===== src/hw/cpu_bus_pkg.sv =====
// Purpose: shared constants and carriers for the external operation interface
// Assumes: 200 MHz system clock, emulated processor clock of 800 ns period
// Notes: one processor cycle is six half-period phases
package cpu_bus_pkg;
   localparam int CLK_PERIOD_PS = 5000;
   localparam int PCLK_PERIOD_NS = 800;
   localparam int HALF_CYCLES = (PCLK_PERIOD_NS * 1000 / 2) / CLK_PERIOD_PS;
   localparam int PERIODS_PER_CYCLE = 3;
   localparam int PHASES_PER_CYCLE = 2 * PERIODS_PER_CYCLE;
   localparam int REQ_PHASES = PHASES_PER_CYCLE / 2;
   localparam int PHASE_W = 3;
   localparam logic [PHASE_W-1:0] PH_START = 3'h0;
   localparam logic [PHASE_W-1:0] PH_REQ_LAST = 3'(REQ_PHASES - 1);
   localparam logic [PHASE_W-1:0] PH_LAST = 3'(PHASES_PER_CYCLE - 1);
   localparam int ADDR_W = 15;
   localparam int DATA_W = 8;
   localparam int ADDR_DC_BIT = 14;
   localparam int ADDR_EXT_BIT = 13;
   localparam int EXT_ADDR_W = 8;
   localparam logic [ADDR_W-1:0] RESET_VECTOR = 15'h0000;

   typedef enum logic [1:0] {form_mem, form_io_ctrl, form_io_data, form_io_ext} op_form_e;

   typedef struct packed {
      op_form_e form;
      logic write;
      logic [ADDR_W-1:0] addr;
      logic [DATA_W-1:0] wdata;
      logic last;
      logic halt;
      logic flag_wr;
      logic flag_val;
   } op_cmd_s;

   typedef struct packed {
      logic request;
      logic mem_io;
      logic write;
      logic irq_accept;
      logic [ADDR_W-1:0] addr;
   } bus_ctl_s;

   typedef struct packed {
      logic valid;
      logic [DATA_W-1:0] data;
      logic boot;
      logic vector;
   } rd_s;
endpackage


===== src/hw/phase_gen.sv =====
// Purpose: half-period phase sequencer of the emulated processor clock
// Assumes: hold is only raised while waiting for the acknowledge
// Notes: the half counter never stops, so a released hold steps at the next half edge
module phase_gen #(
   parameter int HALF_CYC = cpu_bus_pkg::HALF_CYCLES
) (
   input wire logic clk,
   input wire logic rst,
   input wire logic hold,
   output logic step,
   output logic [cpu_bus_pkg::PHASE_W-1:0] phase
);
   import cpu_bus_pkg::*;
   localparam int CW = $clog2(HALF_CYC + 1);
   localparam logic [CW-1:0] HALF_END = CW'(HALF_CYC - 1);

   logic [CW-1:0] cnt_ff, nxt_cnt;
   logic [PHASE_W-1:0] phase_ff, nxt_phase;

   always_comb
   begin
      step = (cnt_ff == HALF_END) && !hold;
      nxt_cnt = (cnt_ff == HALF_END) ? '0 : cnt_ff + 1'b1;
      nxt_phase = phase_ff;
      if (step)
      begin
         nxt_phase = (phase_ff == PH_LAST) ? PH_START : phase_ff + 1'b1;
      end
   end

   always_ff @(posedge clk or posedge rst)
   begin
      if (rst)
      begin
         cnt_ff <= '0;
         phase_ff <= PH_LAST;
      end
      else
      begin
         cnt_ff <= nxt_cnt;
         phase_ff <= nxt_phase;
      end
   end

   assign phase = phase_ff;
endmodule


===== src/hw/wait_ctl.sv =====
// Purpose: run and wait status tracking
// Assumes: instruction boundaries arrive as one-cycle pulses
// Notes: while running, pause is only looked at on a boundary, so a short pause is absorbed
module wait_ctl (
   input wire logic clk,
   input wire logic rst,
   input wire logic instr_end,
   input wire logic halt_end,
   input wire logic pause_n,
   input wire logic irq_wake,
   output logic running,
   output logic halted
);
   typedef enum logic [1:0] {st_run, st_wait_halt, st_wait_pause} wait_e;
   wait_e st_ff, nxt_st;
   // status pin comes from its own flop, so a state decode never glitches it
   logic run_ff, nxt_run;

   always_comb
   begin
      nxt_st = st_ff;
      case (st_ff)
         st_run:
         begin
            if (halt_end)
            begin
               nxt_st = st_wait_halt;
            end
            else if (instr_end && !pause_n)
            begin
               nxt_st = st_wait_pause;
            end
         end
         st_wait_halt:
         begin
            if (irq_wake)
            begin
               nxt_st = st_run;
            end
         end
         st_wait_pause:
         begin
            if (pause_n)
            begin
               nxt_st = st_run;
            end
         end
         default: nxt_st = st_run;
      endcase
      nxt_run = (nxt_st == st_run);
   end

   always_ff @(posedge clk or posedge rst)
   begin
      if (rst)
      begin
         st_ff <= st_run;
         run_ff <= 1'b1;
      end
      else
      begin
         st_ff <= nxt_st;
         run_ff <= nxt_run;
      end
   end

   assign running = run_ff;
   assign halted = (st_ff == st_wait_halt);
endmodule


===== src/hw/cpu_external_bus_handshake.sv =====
// Purpose: external operation request and qualifier sequencing of an 8-bit processor
// Assumes: op_done_n, pause_n and irq_request_n are synchronous to clk
// Notes: the execution core is outside; it feeds one bus operation per cycle
// Operation
// - outputs steady during request, strobe excepted
// - request held until acknowledge, activity suspended
// - interrupt acknowledged after instruction, with request
// - interrupt accept drops after its acknowledge
// - memory/io qualifier high for memory
// - write qualifier high for writes, sets direction
// - control forms low, data forms high
// - bit fourteen carries data/control during io
// - bit thirteen carries two-byte flag during io
// - two-byte io high, low byte carries address
// - run high executing, low waiting
// - halt leaves on interrupt, pause on release
// - reset under pause fetches once, then waits
// - flag output follows status flag bit
// - write strobe low in first and last request phases of a write, high mid write and for reads
// - processor cycle is three clock periods
// - request high half cycle, low half
// - acknowledge is active low
// - late acknowledge stalls with outputs frozen
module cpu_external_bus_handshake #(
   parameter int HALF_CYC = cpu_bus_pkg::HALF_CYCLES
) (
   input wire logic clk,
   input wire logic rst,
   input wire logic op_valid,
   input cpu_bus_pkg::op_cmd_s op_cmd,
   output logic op_ready,
   output cpu_bus_pkg::rd_s rd_out,
   input wire logic irq_enable,
   input wire logic op_done_n,
   input wire logic irq_request_n,
   input wire logic pause_n,
   input wire logic [cpu_bus_pkg::DATA_W-1:0] data_lines_in,
   output logic [cpu_bus_pkg::DATA_W-1:0] data_lines_out,
   output logic data_lines_oe,
   output cpu_bus_pkg::bus_ctl_s bus_ctl,
   output logic write_strobe_pulse,
   output logic run_status,
   output logic flag_out
);
   import cpu_bus_pkg::*;

   typedef enum logic {st_idle, st_req} seq_e;
   typedef enum logic [1:0] {src_user, src_boot, src_vector} src_e;

   localparam int REQ_CLKS = REQ_PHASES * HALF_CYC;
   localparam int CYCLE_CLKS = PHASES_PER_CYCLE * HALF_CYC;

   function automatic logic [ADDR_W-1:0] build_addr(op_form_e form, logic [ADDR_W-1:0] a);
      logic [ADDR_W-1:0] r;
      r = '0;
      if (form == form_mem)
      begin
         r = a;
      end
      else
      begin
         r[ADDR_DC_BIT] = (form == form_io_data);
         r[ADDR_EXT_BIT] = (form == form_io_ext);
         if (form == form_io_ext)
         begin
            r[EXT_ADDR_W-1:0] = a[EXT_ADDR_W-1:0];
         end
      end
      return r;
   endfunction

   seq_e st_ff, nxt_st;
   src_e src_ff, nxt_src;
   op_cmd_s cur_ff, nxt_cur;
   bus_ctl_s ctl_ff, nxt_ctl;
   rd_s rd_ff, nxt_rd;
   logic [DATA_W-1:0] dout_ff, nxt_dout;
   logic doe_ff, nxt_doe, wsp_ff, nxt_wsp, flag_ff, nxt_flag, ready_ff, nxt_ready;
   logic boot_ff, nxt_boot, irq_due_ff, nxt_irq_due, inhibit_ff, nxt_inhibit;
   logic step, hold, cyc_start, req_end, instr_end, halt_end, irq_ok;
   logic running, halted;
   logic [PHASE_W-1:0] phase;

   // acknowledge is sampled only at the end of the request half
   assign hold = (st_ff == st_req) && (phase == PH_REQ_LAST) && op_done_n;
   assign cyc_start = step && (phase == PH_LAST);
   assign req_end = step && (phase == PH_REQ_LAST) && (st_ff == st_req);
   assign irq_ok = !irq_request_n && !inhibit_ff;

   phase_gen #(.HALF_CYC(HALF_CYC)) u_phase (
      .clk(clk),
      .rst(rst),
      .hold(hold),
      .step(step),
      .phase(phase)
   );

   wait_ctl u_wait (
      .clk(clk),
      .rst(rst),
      .instr_end(instr_end),
      .halt_end(halt_end),
      .pause_n(pause_n),
      .irq_wake(irq_due_ff),
      .running(running),
      .halted(halted)
   );

   always_comb
   begin
      nxt_st = st_ff;
      nxt_src = src_ff;
      nxt_cur = cur_ff;
      nxt_ctl = ctl_ff;
      nxt_dout = dout_ff;
      nxt_doe = doe_ff;
      nxt_wsp = wsp_ff;
      nxt_flag = flag_ff;
      nxt_boot = boot_ff;
      nxt_irq_due = irq_due_ff;
      nxt_inhibit = inhibit_ff;
      nxt_ready = 1'b0;
      nxt_rd = rd_ff;
      nxt_rd.valid = 1'b0;
      instr_end = 1'b0;
      halt_end = 1'b0;
      if (irq_enable)
      begin
         nxt_inhibit = 1'b0;
      end
      case (st_ff)
         st_idle:
         begin
            if (cyc_start && (boot_ff || (running && (irq_due_ff || op_valid))))
            begin
               nxt_st = st_req;
               nxt_ctl.request = 1'b1;
               if (boot_ff)
               begin
                  // first bus activity after reset is the boot fetch
                  nxt_src = src_boot;
                  nxt_cur = '0;
                  nxt_cur.addr = RESET_VECTOR;
               end
               else if (irq_due_ff)
               begin
                  // vector read is an io read flagged by the accept line
                  nxt_src = src_vector;
                  nxt_cur = '0;
                  nxt_cur.form = form_io_ctrl;
                  nxt_irq_due = 1'b0;
                  nxt_inhibit = 1'b1;
               end
               else
               begin
                  nxt_src = src_user;
                  nxt_cur = op_cmd;
                  nxt_ready = 1'b1;
               end
               nxt_ctl.irq_accept = !boot_ff && irq_due_ff;
               nxt_ctl.mem_io = boot_ff || (!irq_due_ff && op_cmd.form == form_mem);
               nxt_ctl.write = !boot_ff && !irq_due_ff && op_cmd.write;
               nxt_ctl.addr = (boot_ff || irq_due_ff) ? build_addr(boot_ff ? form_mem :
                  form_io_ctrl, RESET_VECTOR) : build_addr(op_cmd.form, op_cmd.addr);
               nxt_doe = nxt_ctl.write;
               nxt_dout = op_cmd.wdata;
               nxt_wsp = !nxt_ctl.write;
            end
         end
         st_req:
         begin
            if (step)
            begin
               // strobe is the only output that moves under request
               nxt_wsp = (phase == PH_START) || !ctl_ff.write;
            end
            if (req_end)
            begin
               // request ends the half cycle, accept drops only with the acknowledge
               nxt_st = st_idle;
               nxt_ctl.request = 1'b0;
               nxt_ctl.irq_accept = 1'b0;
               nxt_doe = 1'b0;
               nxt_wsp = 1'b1;
               if (!ctl_ff.write)
               begin
                  nxt_rd.valid = 1'b1;
                  nxt_rd.data = data_lines_in;
                  nxt_rd.boot = (src_ff == src_boot);
                  nxt_rd.vector = (src_ff == src_vector);
               end
               if (src_ff == src_boot)
               begin
                  nxt_boot = 1'b0;
                  instr_end = 1'b1;
               end
               else if (src_ff == src_user && cur_ff.last)
               begin
                  instr_end = 1'b1;
                  halt_end = cur_ff.halt;
                  if (cur_ff.flag_wr)
                  begin
                     nxt_flag = cur_ff.flag_val;
                  end
               end
            end
         end
         default: nxt_st = st_idle;
      endcase
      // pending interrupt is caught at a boundary or while halted
      if (irq_ok && (instr_end || halted))
      begin
         nxt_irq_due = 1'b1;
      end
   end

   always_ff @(posedge clk or posedge rst)
   begin
      if (rst)
      begin
         st_ff <= st_idle;
         src_ff <= src_user;
         cur_ff <= '0;
         ctl_ff <= '0;
         rd_ff <= '0;
         dout_ff <= '0;
         doe_ff <= 1'b0;
         wsp_ff <= 1'b1;
         flag_ff <= 1'b0;
         ready_ff <= 1'b0;
         boot_ff <= 1'b1;
         irq_due_ff <= 1'b0;
         inhibit_ff <= 1'b0;
      end
      else
      begin
         st_ff <= nxt_st;
         src_ff <= nxt_src;
         cur_ff <= nxt_cur;
         ctl_ff <= nxt_ctl;
         rd_ff <= nxt_rd;
         dout_ff <= nxt_dout;
         doe_ff <= nxt_doe;
         wsp_ff <= nxt_wsp;
         flag_ff <= nxt_flag;
         ready_ff <= nxt_ready;
         boot_ff <= nxt_boot;
         irq_due_ff <= nxt_irq_due;
         inhibit_ff <= nxt_inhibit;
      end
   end

   assign bus_ctl = ctl_ff;
   assign data_lines_out = dout_ff;
   assign data_lines_oe = doe_ff;
   assign write_strobe_pulse = wsp_ff;
   assign flag_out = flag_ff;
   assign op_ready = ready_ff;
   assign rd_out = rd_ff;
   assign run_status = running;

   // helper counters for timing checks; a stall voids the nominal figures
   logic [9:0] cyc_cnt_ff, req_cnt_ff;
   logic stalled_ff, seen_ff;
   always_ff @(posedge clk or posedge rst)
   begin
      if (rst)
      begin
         cyc_cnt_ff <= '0;
         req_cnt_ff <= '0;
         stalled_ff <= 1'b0;
         seen_ff <= 1'b0;
      end
      else
      begin
         cyc_cnt_ff <= cyc_start ? '0 : cyc_cnt_ff + 1'b1;
         req_cnt_ff <= ctl_ff.request ? req_cnt_ff + 1'b1 : '0;
         stalled_ff <= cyc_start ? 1'b0 : (stalled_ff || hold);
         seen_ff <= seen_ff || cyc_start;
      end
   end
endmodule


===== config.mk =====
export PLATFORM = sky130hd
export DESIGN_NAME = cpu_external_bus_handshake
export DESIGN_NICKNAME = d
export VERILOG_FILES = /design/src/hw/cpu_bus_pkg.sv /design/src/hw/phase_gen.sv /design/src/hw/wait_ctl.sv /design/src/hw/cpu_external_bus_handshake.sv
export SDC_FILE = /design/constraint.sdc
export NUM_CORES = 1
export LEC_CHECK = 0
export ABC_AREA = 1
export BUFFER_PORTS_ARGS = -buffer_cell sky130_fd_sc_hd__buf_4
export CAP_MARGIN = 30
export CORE_ASPECT_RATIO = 1.25
export CORE_UTILIZATION = 35
export CTS_CLUSTER_DIAMETER = 30
export DETAILED_ROUTE_END_ITERATION = 8
export SETUP_SLACK_MARGIN = 0.3
export SYNTH_ARGS = -nofsm -noshare
export SYNTH_HDL_FRONTEND = slang
export SYNTH_HIERARCHICAL = 1
export SYNTH_SLANG_ARGS = --single-unit

===== constraint.sdc =====
create_clock -name clk -period 5.2 [get_ports clk]
set_input_delay 0.52 -clock clk [delete_from_list [all_inputs] [get_ports clk]]
set_output_delay 0.52 -clock clk [all_outputs]
set_load 0.03 [all_outputs]

==> results_dict.tcl, run 1 <==
set metrics [dict create \
    run_status "finished with violations" \
    violations "DRC" \
    cp-startpoint "u_phase/phase[0]" \
    tightestPinTransition_ps 893 \
    share_comb_of_total_power 0.042 \
    clkPwrFrac 0.449 \
    layout.nets 486 \
    timing.final.crit_share 0.539 \
    synth_async_sr_flop_share 1.00 \
    synth.yosys.warnings 6 \
    core_area_sq_mm 0.00819 \
    required_ps 5430 \
    via_per_inst 4.59 \
    post_cts_resized 0 \
    period_minus_ws_final_ps 2810 \
    design_power_total_uw 994 \
    max_freq_mhz 356 \
    worst_path_largest_cell_delay_ps 660 \
    pin_count_of_the_biggest_net_entering_global_routing 53 \
    postSynthRegisterBits 65 \
    finalSetupViolCount 0 \
    regToRegSetupSlack_ps 2390 \
    yosys-top-cells-count "141 x nand2_1, 60 x dfrtp_1, 31 x inv_1, 24 x nand3_1, 21 x nor2_1" \
    n_antenna_cell 0 \
    track_usage 0.161 \
    first_global_vias 2467 \
    clock_skew_ps 8.27 \
    dr_total_vias 2490 \
    path_clk_slew_ps 70 \
    antenna_left 0 \
    cts-buffers-inserted 9 \
    post-cts-setup-buffers 0 \
    crit-reg2reg-capture "rd_out[1]" \
    cts_hold_buf 0 \
    synth_edf_count 0 \
    wl_mm 6.62 \
    p_leak_nw 2.06 \
    critPathLaunchType "register" \
    holdCritPathClass "input pin to async pin" \
    worst_path_slowest_cell "nor2_1" \
    detail_route.iter0.violations 120 \
    syn-instance-count 351 \
    rsz0062_at_grt "no" \
    first_pass_drt_iterations 6 \
    drc 4 \
    clock_tree.htree_level_count 3 \
    globalRouteOverflowTotal 0 \
    drv_cap 0 \
    critPathArrivalTime_ps 3030 \
    placement.cell_area_sq_mm 0.00367 \
    syn-num-nets 397 \
    p_int_uw 789 \
    initial_antenna_violation_count 0 \
    cellPowerDensity_mw_per_mm2 257 \
    seq_area_frac_synth 0.554 \
    die_width_microns 84.1 \
    cts.sink_count 65 \
    synth-main-ff-cell "dfrtp_1" \
    crit_path_frequent_cell "inv_1" \
    setup-tns-final_ps 0 \
    leading_cell_type_by_number_of_instances_after_synthesis "nand2_1" \
    cts_root_buf "clkbuf_8" \
    netlist.area_leader.share 0.509 \
    portBuffers 87 \
    max-vdd-ir-drop_v 0.000122 \
    floorplan_die_area_sq_mm 0.00880 \
    synth_cell_type_count 30 \
    std_cell_rows 37 \
    clock_path_buffers 2 \
    cts_tree "yes" \
    syn_avg_cell_area_sq_um 8.40 \
    worst_path_dominant_cell_family "simple AND/OR/NAND/NOR gates" \
    critical_path_maximum_fanout 11 \
    crit_type "register to register" \
    critical_path.n_buffers_inverters 3 \
    maxSlewHeadroom 0.404 \
    ioPinCount 88 \
    routed_wire_length_per_instance_microns 12.2 \
    switchingPower_uw 205 \
    worst_skew_pair.late_latency_ps 340 \
    gp_congestion 0.774 \
    wire_length_of_the_first_global_routing_pass_mm 11.1 \
    final_cell_area_sq_mm 0.00387 \
    initial_utilization 0.360 \
    critical_path.cell_chain "nor2_1, and3_1, inv_1, nand3_2, inv_1, nand3_1, nor2_1, inv_1, nand2_1, o21ai_1" \
    power.sequential.fraction 0.509 \
    timing.final.max_slew_violations 0 \
    areaGrowthSynthToFinish_pct 31.4 \
    die_height_microns 105 \
    synth_area_leader_cell "dfrtp_1" \
    netlist_top_cells_area "dfrtp_1 51%, nand2_1 18%, dfstp_2 4.5%, nand3_1 4.1%, inv_1 3.9%" \
    drive_above_1_share 0.279 \
    depth_of_the_worst_register_to_register_path 10 \
    hold_viol_final 0 \
    ff_to_ff_start "u_phase/phase[0]" \
    critPathCaptureType "register" \
    synth.cell_area_sq_mm 0.00295 \
    hpwl_mm 4.75 \
    switching_share 0.206 \
]
[power by group through the flow]
| stage | Combinational [mW] | Sequential (mW) | Clock [mW] |
|---|---|---|---|
| floorplan | 0.0120 | 0.515 | 0 |
| global placement | 0.0427 | 0.515 | 0 |
| detailed placement | 0.0431 | 0.515 | 0 |
| CTS | 0.0431 | 0.506 | 0.458 |
| global route | 0.0472 | 0.505 | 0.478 |
| finish | 0.0418 | 0.506 | 0.447 |
[final cells by class]
class                           count  area [sq um]
Clock buffer                       14           173
Clock inverter                      2          35.0
Fill cell                         808          4320
Inverter                           35           131
Multi-Input combinational cell    241          1120
Sequential cell                    65          1630
Tap cell                           97           121
Timing Repair Buffer               88           661
[logic make-up (layout without fill, tap and decap cells)]
group / after synthesis / count (layout) / share of synthesized area
compound gates: 24 / 24 / 0.0416
xor+xnor: 2 / 2 / 0.00594
fa+ha+maj: 1 / 1 / 0.00424
buf+inv: 45 / 139 / 0.0662
flops: 65 / 65 / 0.554
simple gates: 214 / 214 / 0.328
[worst reg2reg max path: stages (launching register included)]
cell	delay (ps)
dfstp_2	590
nor2_1	90
and3_1	160
inv_1	110
nand3_2	120
inv_1	110
nand3_1	330
nor2_1	660
inv_1	350
nand2_1	130
o21ai_1	70
[how the worst max path moves through the flow]
stage	to	slack (ps)	cells after the start
floorplan	bus_ctl[0]	3280	12
global placement	rd_out[1]	2370	11
detailed placement	rd_out[1]	2350	10
CTS	rd_out[1]	2340	10
global route	rd_out[2]	2100	10
finish	rd_out[1]	2390	10
[registers in the layout, indices dropped and copies added (netlist names)]
signal,cells
data_lines_out,8
u_phase/cnt_ff,7
u_wait/st_ff,2
bus_ctl,19
st_ff,1
boot_ff,1
inhibit_ff,1
src_ff,2
op_ready,1
write_strobe_pulse,1
data_lines_oe,1
rd_out,11
u_phase/phase,3
flag_out,1
irq_due_ff,1
u_wait/running,1
cur_ff,4
[routing by layer]
metal	global-route usage	part of all wire	vias up
met5	0	0	-
met4	0.0702	0.023	0
li1	-	-	1265
met1	0.190	0.44	1158
met2	0.268	0.48	56
met3	0.0521	0.058	11
[stage by stage]
| step | cells | setup slack [ps] | hold slack (ps) | util |
|---|---|---|---|---|
| 4_1_cts | 542 | 2340 | 47.2 | 0.473 |
| 3_5_place_dp | 526 | 2350 | 423 | 0.448 |
| 5_1_grt | 542 | 2100 | 61.8 | 0.473 |
| 6_report | 542 | 2390 | 53.9 | 0.473 |
| 2_1_floorplan | 351 | 3280 | 273 | - |
| 3_3_place_gp | 526 | 2370 | 417 | 0.448 |
[cells in the final DEF, fill, tap and decap left out, types with 2 or more instances in the layout]
| cell type | count |
|---|---|
| buf_4 | 88 |
| o21ai_1 | 17 |
| nand3_1 | 24 |
| nand2_1 | 141 |
| xor2_1 | 2 |
| nor3b_1 | 9 |
| nor2_1 | 21 |
| o21ai_0 | 3 |
| dfstp_2 | 5 |
| inv_2 | 4 |
| dfrtp_1 | 60 |
| inv_1 | 30 |
| clkbuf_1 | 2 |
| nand2_2 | 3 |
| nor2_4 | 3 |
| clkbuf_8 | 12 |
| nor3_1 | 2 |
| nand3_2 | 4 |
| a21oi_1 | 3 |
Note: power is estimated with default switching activity, not from simulation.
==> inputs of run 2 (changes only) <==
--- a/config.mk
+++ b/config.mk
@@ -5,7 +5,7 @@
 export SDC_FILE = /design/constraint.sdc
 export NUM_CORES = 1
 export LEC_CHECK = 0
-export ABC_AREA = 1
+export ABC_AREA = 0
 export BUFFER_PORTS_ARGS = -buffer_cell sky130_fd_sc_hd__buf_4
 export CAP_MARGIN = 30
 export CORE_ASPECT_RATIO = 1.25
==> constraint.sdc (replaced) <==
create_clock -name clk -period 2.5 [get_ports clk]
set_input_delay 0.25 -clock clk [delete_from_list [all_inputs] [get_ports clk]]
set_output_delay 0.25 -clock clk [all_outputs]
set_load 0.03 [all_outputs]
==> results_dict.tcl, run 2 <==
set metrics [dict create \
    final_cell_area_sq_mm 0.00426 \
    maxSlewHeadroom 0.538 \
    synth_edf_count 0 \
    syn-num-nets 264 \
    first_global_vias 2088 \
    multiInputGateArea_sq_mm 0.00124 \
    cts_root_buf "clkbuf_8" \
    leading_cell_type_by_number_of_instances_after_synthesis "dfrtp_1" \
    crit_type "register to register" \
    design_power_total_mw 2.15 \
    timing.final.crit_share 0.941 \
    path_clk_slew_ps 70 \
    track_usage 0.166 \
    power.sequential.fraction 0.490 \
    max_freq_mhz 425 \
    antenna_left 0 \
    portBuffers 87 \
    critPathCaptureType "register" \
    yosys-top-cells-count "60 x dfrtp_1, 22 x mux2_2, 16 x inv_1, 14 x a22o_1, 11 x nor2_1" \
    areaGrowthSynthToFinish_pct 50.7 \
    clkPwrFrac 0.457 \
    clock_path_buffers 2 \
    first_pass_drt_iterations 4 \
    timing.final.max_slew_violations 0 \
    run_status "finished, final reports clean" \
    ioPinCount 88 \
    routed_wire_length_per_instance_microns 15.4 \
    wire_length_of_the_first_global_routing_pass_mm 10.2 \
    cts-buffers-inserted 9 \
    holdCritPathClass "input pin to register" \
    die_height_microns 102 \
    dr_total_vias 2179 \
    layout_common_cells "104 x buf_4, 60 x dfrtp_1, 14 x inv_1, 14 x a22o_1, 12 x mux2_4" \
    gp_congestion 0.780 \
    synth-main-ff-cell "dfrtp_1" \
    drv_cap 0 \
    largest_register_ffs 19 \
    critPathArrivalTime_ps 2580 \
    netlist_top_cells_area "dfrtp_1 53%, mux2_2 8.8%, dfstp_2 4.6%, a22o_1 4.3%, mux2i_1 2.8%" \
    drc 0 \
    syn_avg_cell_area_sq_um 13.0 \
    worst_path_slowest_cell "or4_4" \
    final_common_cell "buf_4" \
    globalRouteOverflowTotal 0 \
    detail_route.iter0.violations 98 \
    worst_path_largest_cell_delay_ps 590 \
    wl_mm 6.76 \
    synth.yosys.warnings 6 \
    switchingPower_uw 446 \
    drive_above_1_share 0.530 \
    switching_share 0.207 \
    initial_antenna_violation_count 0 \
    n_antenna_cell 0 \
    clock_tree.htree_level_count 3 \
    share_comb_of_total_power 0.053 \
    critical_path.n_buffers_inverters 1 \
    critical_path_maximum_fanout 4 \
    cts_tree "yes" \
    cellPowerDensity_mw_per_mm2 505 \
    p_leak_nw 2.17 \
    p_int_mw 1.70 \
    std_cell_rows 36 \
    netlist.area_leader.share 0.531 \
    hpwl_mm 4.68 \
    die_width_microns 82.4 \
    hold_slack_ps 74.9 \
    max-vdd-ir-drop_v 0.000288 \
    cts.sink_count 65 \
    synth_async_sr_flop_share 1.00 \
    worst_path_dominant_cell_family "simple AND/OR/NAND/NOR gates" \
    core_area_sq_mm 0.00779 \
    synth.cell_area_sq_mm 0.00283 \
    hold_viol_final 0 \
    syn-instance-count 218 \
    rsz0062_at_grt "yes" \
    finalSetupViolCount 0 \
    floorplan_die_area_sq_mm 0.00845 \
    seq_area_frac_synth 0.577 \
    initial_utilization 0.363 \
    period_minus_ws_final_ps 2350 \
    nFillCells 676 \
    critPathLaunchType "register" \
    layout.nets 386 \
    pin_count_of_the_biggest_net_entering_global_routing 30 \
    seqCellArea_sq_mm 0.00163 \
    postSynthRegisterBits 65 \
    regToRegSetupSlack_ps 150 \
    placement.cell_area_sq_mm 0.00370 \
    required_ps 2720 \
    synth_cell_type_count 51 \
    via_per_inst 4.95 \
    clock_skew_ps 7.70 \
    synth_area_leader_cell "dfrtp_1" \
    worst_skew_pair.late_latency_ps 340 \
    tightestPinTransition_ps 690 \
    critical_path.cell_chain "nand4bb_4, nor2_4, nor4b_4, and2_4, nand4b_4, or4_4, buf_6, mux2_2" \
]
## run 2: cell count changes in the layout (fill, tap and decap cells not counted), sizes merged, moves of 5 or more
cell / before / now
nand2: 144 / 10
buf: 88 / 115
nand3: 29 / 3
mux2: 0 / 24
inv: 34 / 16
a22o: 0 / 15
nor2: 26 / 11
o21ai: 20 / 5
nor3b: 9 / 0
mux2i: 0 / 8
nor4: 0 / 5
## run 2: layout make-up
type,instances,share of cell area
flip-flops and latches,65,0.383
multi-input cells,131,0.292
repair buffers,117,0.230
clock buffers,12,0.0341
well taps,95,0.0279
clock inverters,4,0.0179
inverters,16,0.0147
## run 2: repair_timing
| item | CTS | global route |
|---|---|---|
| cloned | 2 | 1 |
| buffers inserted | 9 | 3 |
| endpoints found under the setup margin | 44 | 53 |
| hold endpoints to repair | 11 | 0 |
| pin swaps | 11 | 16 |
| hold buffers | 1 | 0 |
| resized for setup | 28 | 11 |
## run 2: layer usage
layer,global-route usage,vias up,part of all wire
li1,-,1023,-
met2,0.263,73,0.46
met3,0.0389,15,0.063
met1,0.210,1068,0.44
met5,0,-,0
met4,0.0864,0,0.032
## run 2: power groups by stage
| stage | combinational (mW) | sequential (mW) | clock (mW) |
|---|---|---|---|
| floorplan | 0.0410 | 1.07 | 0 |
| global placement | 0.113 | 1.07 | 0 |
| detailed placement | 0.113 | 1.07 | 0 |
| CTS | 0.116 | 1.05 | 1.01 |
| global route | 0.125 | 1.05 | 1.06 |
| finish | 0.114 | 1.05 | 0.981 |
## run 2: path summary, 6_finish.rpt
check,end,cells after the start,start
max,src_ff[0],8,u_phase/phase[2]
min,u_wait/st_ff[1],2,pause_n
max reg2reg,src_ff[0],8,u_phase/phase[2]
min reg2reg,u_phase/cnt_ff[0],1,u_phase/cnt_ff[0]
max in group asynchronous,write_strobe_pulse,4,rst
min in group asynchronous,u_wait/st_ff[1],3,rst
## run 2: stage by stage
stage,setup TNS [ps],util,worst slack [ps],std cells
after floorplan,-795,-,-160,218
after global placement,0,0.475,82.1,408
after detailed placement,0,0.475,36.8,408
after CTS,0,0.538,134,436
after global routing,0,0.547,50.2,440
final,0,0.547,147,440
## run 2: cells by family (layout without fill, tap and decap cells)
group,count (synthesis),in the layout,share of synthesized area
AO/OA/AOI/OAI,37,37,0.111
AND/OR/NAND/NOR,56,57,0.131
XOR/XNOR,4,4,0.0124
flip-flops,65,65,0.577
adder cells (fa/ha/maj),1,1,0.00442
buffers and inverters,23,149,0.0403
multiplexers,32,32,0.124
==> inputs of run 3 (changes only) <==
--- a/config.mk
+++ b/config.mk
@@ -8,11 +8,13 @@
 export ABC_AREA = 0
 export BUFFER_PORTS_ARGS = -buffer_cell sky130_fd_sc_hd__buf_4
 export CAP_MARGIN = 30
-export CORE_ASPECT_RATIO = 1.25
+export CORE_ASPECT_RATIO = 2
 export CORE_UTILIZATION = 35
+export CTS_BUF_LIST = sky130_fd_sc_hd__clkbuf_16
 export CTS_CLUSTER_DIAMETER = 30
 export DETAILED_ROUTE_END_ITERATION = 8
 export SETUP_SLACK_MARGIN = 0.3
+export SLEW_MARGIN = 15
 export SYNTH_ARGS = -nofsm -noshare
 export SYNTH_HDL_FRONTEND = slang
 export SYNTH_HIERARCHICAL = 1
==> results_dict.tcl, run 3 (same netlist as run 2, synthesis figures left out) <==
set metrics [dict create \
    layout.nets 382 \
    worst_path_slowest_cell "or4_4" \
    setup-tns-final_ps 0 \
    path_clk_slew_ps 50 \
    timing.final.crit_share 0.974 \
    initial_antenna_violation_count 0 \
    wire_length_of_the_first_global_routing_pass_mm 10.7 \
    placement.cell_area_sq_mm 0.00370 \
    maxSlewHeadroom 0.577 \
    clock_tree.htree_level_count 3 \
    finalSetupViolCount 0 \
    final_cell_area_sq_mm 0.00425 \
    largest_register_ffs 19 \
    run_status "finished, final reports clean" \
    ff_to_ff_start "u_phase/phase[2]" \
    cts.sink_count 65 \
    drv_cap 0 \
    worst_path_dominant_cell_family "simple AND/OR/NAND/NOR gates" \
    depth_of_the_worst_register_to_register_path 8 \
    clock_path_buffers 2 \
    detail_route.iter0.violations 56 \
    hold_viol_final 0 \
    initial_utilization 0.359 \
    critPathCaptureType "register" \
    drive_above_1_share 0.525 \
    tightestPinTransition_ps 632 \
    via_per_inst 4.94 \
    wl_mm 6.88 \
    critPathArrivalTime_ps 2640 \
    ioPinCount 88 \
    critPathLaunchType "register" \
    worst_path_largest_cell_delay_ps 560 \
    die_width_microns 65.6 \
    std_cell_rows 46 \
    holdCritPathClass "input pin to register" \
    core_area_sq_mm 0.00789 \
    holdCritStartpoint "pause_n" \
    areaGrowthSynthToFinish_pct 50.4 \
    cellPowerDensity_mw_per_mm2 549 \
    cp-startpoint "u_phase/phase[2]" \
    design_power_total_mw 2.34 \
    max_freq_mhz 411 \
    n_antenna_cell 0 \
    critical_path_maximum_fanout 10 \
    clock_skew_ps 8.38 \
    cts-buffers-inserted 9 \
    routed_wire_length_per_instance_microns 15.7 \
    die_height_microns 129 \
    regToRegSetupSlack_ps 70 \
    cts_root_buf "clkbuf_16" \
    period_minus_ws_final_ps 2430 \
    timing.final.max_slew_violations 0 \
    globalRouteOverflowTotal 0 \
    critical_path.n_buffers_inverters 1 \
    rsz0062_at_grt "yes" \
    required_ps 2710 \
    worst_skew_pair.late_latency_ps 330 \
    p_leak_nw 2.17 \
    pin_count_of_the_biggest_net_entering_global_routing 33 \
    cts_tree "yes" \
    final_common_cell "buf_4" \
    critical_path.cell_chain "nand4bb_4, nor2_4, nor4b_4, and2_4, nand4b_4, or4_4, buf_8, a221o_1" \
    first_global_vias 2211 \
    drc 0 \
    max-vdd-ir-drop_v 0.000405 \
    crit_type "register to register" \
    dr_total_vias 2160 \
    hpwl_mm 4.82 \
    crit-reg2reg-capture "irq_due_ff" \
    layout_common_cells "102 x buf_4, 60 x dfrtp_1, 16 x inv_1, 14 x a22o_1, 12 x mux2_2" \
    antenna_left 0 \
    portBuffers 87 \
    worst_setup_path_endpoint "irq_due_ff" \
    first_pass_drt_iterations 4 \
    track_usage 0.173 \
    floorplan_die_area_sq_mm 0.00846 \
    gp_congestion 0.738 \
    worstSetupPathDepth 8 \
]
-- run 3: through the flow --
step / cells / hold slack (ps) / util / setup slack [ps]
after global routing: 437 / 86.8 / 0.539 / 3.33
after floorplan: 218 / 2.92 / - / -160
after CTS: 434 / 79.7 / 0.524 / 64.2
final: 437 / 90.8 / 0.539 / 66.2
after detailed placement: 408 / 155 / 0.469 / 27.1
after global placement: 408 / 157 / 0.469 / 86.9
-- run 3: timing repair --
action,in CTS,in global routing
gates cloned,1,1
hold buffers,1,0
setup endpoints to repair,53,53
resized for setup,19,19
endpoints found under the hold margin,30,0
pin swaps,13,4
buffers inserted,8,2
-- run 3: final cells by class --
type	instances	area, sq um
Clock buffer	9	225
Timing Repair Buffer	113	922
Multi-Input combinational cell	131	1230
Tap cell	96	120
Fill cell	681	3630
Inverter	16	65.1
Sequential cell	65	1630
Clock inverter	7	56.3
-- run 3: power by group --
group          switching (mW)  internal [mW]  leakage, nW
registers             0.00479           1.06        0.841
clock network           0.419          0.753        0.149
logic                  0.0481         0.0549         1.18
total                   0.472           1.86         2.17
-- run 3: worst reg2reg max path, stage by stage, from the launching register on --
cell       delay [ps]
dfstp_2           530
nand4bb_4         160
nor2_4             40
nor4b_4           230
and2_4            200
nand4b_4          100
or4_4             560
buf_8             160
a221o_1           330
-- run 3: worst min path at each step --
stage                           end  depth (start not counted)  slack (ps)
floorplan           u_wait/st_ff[0]                          1           3
global placement    u_wait/st_ff[0]                          2         160
detailed placement  u_wait/st_ff[0]                          2         160
CTS                 u_wait/st_ff[1]                          2          80
global route        u_wait/st_ff[1]                          2          90
finish              u_wait/st_ff[1]                          2          90
-- run 3: routing by layer --
metal,vias up,wire (microns),global-route usage
li1,1016,-,-
met1,1072,2650,0.189
met2,60,3680,0.295
met3,12,373,0.0546
met4,0,167,0.0870
met5,-,0,0
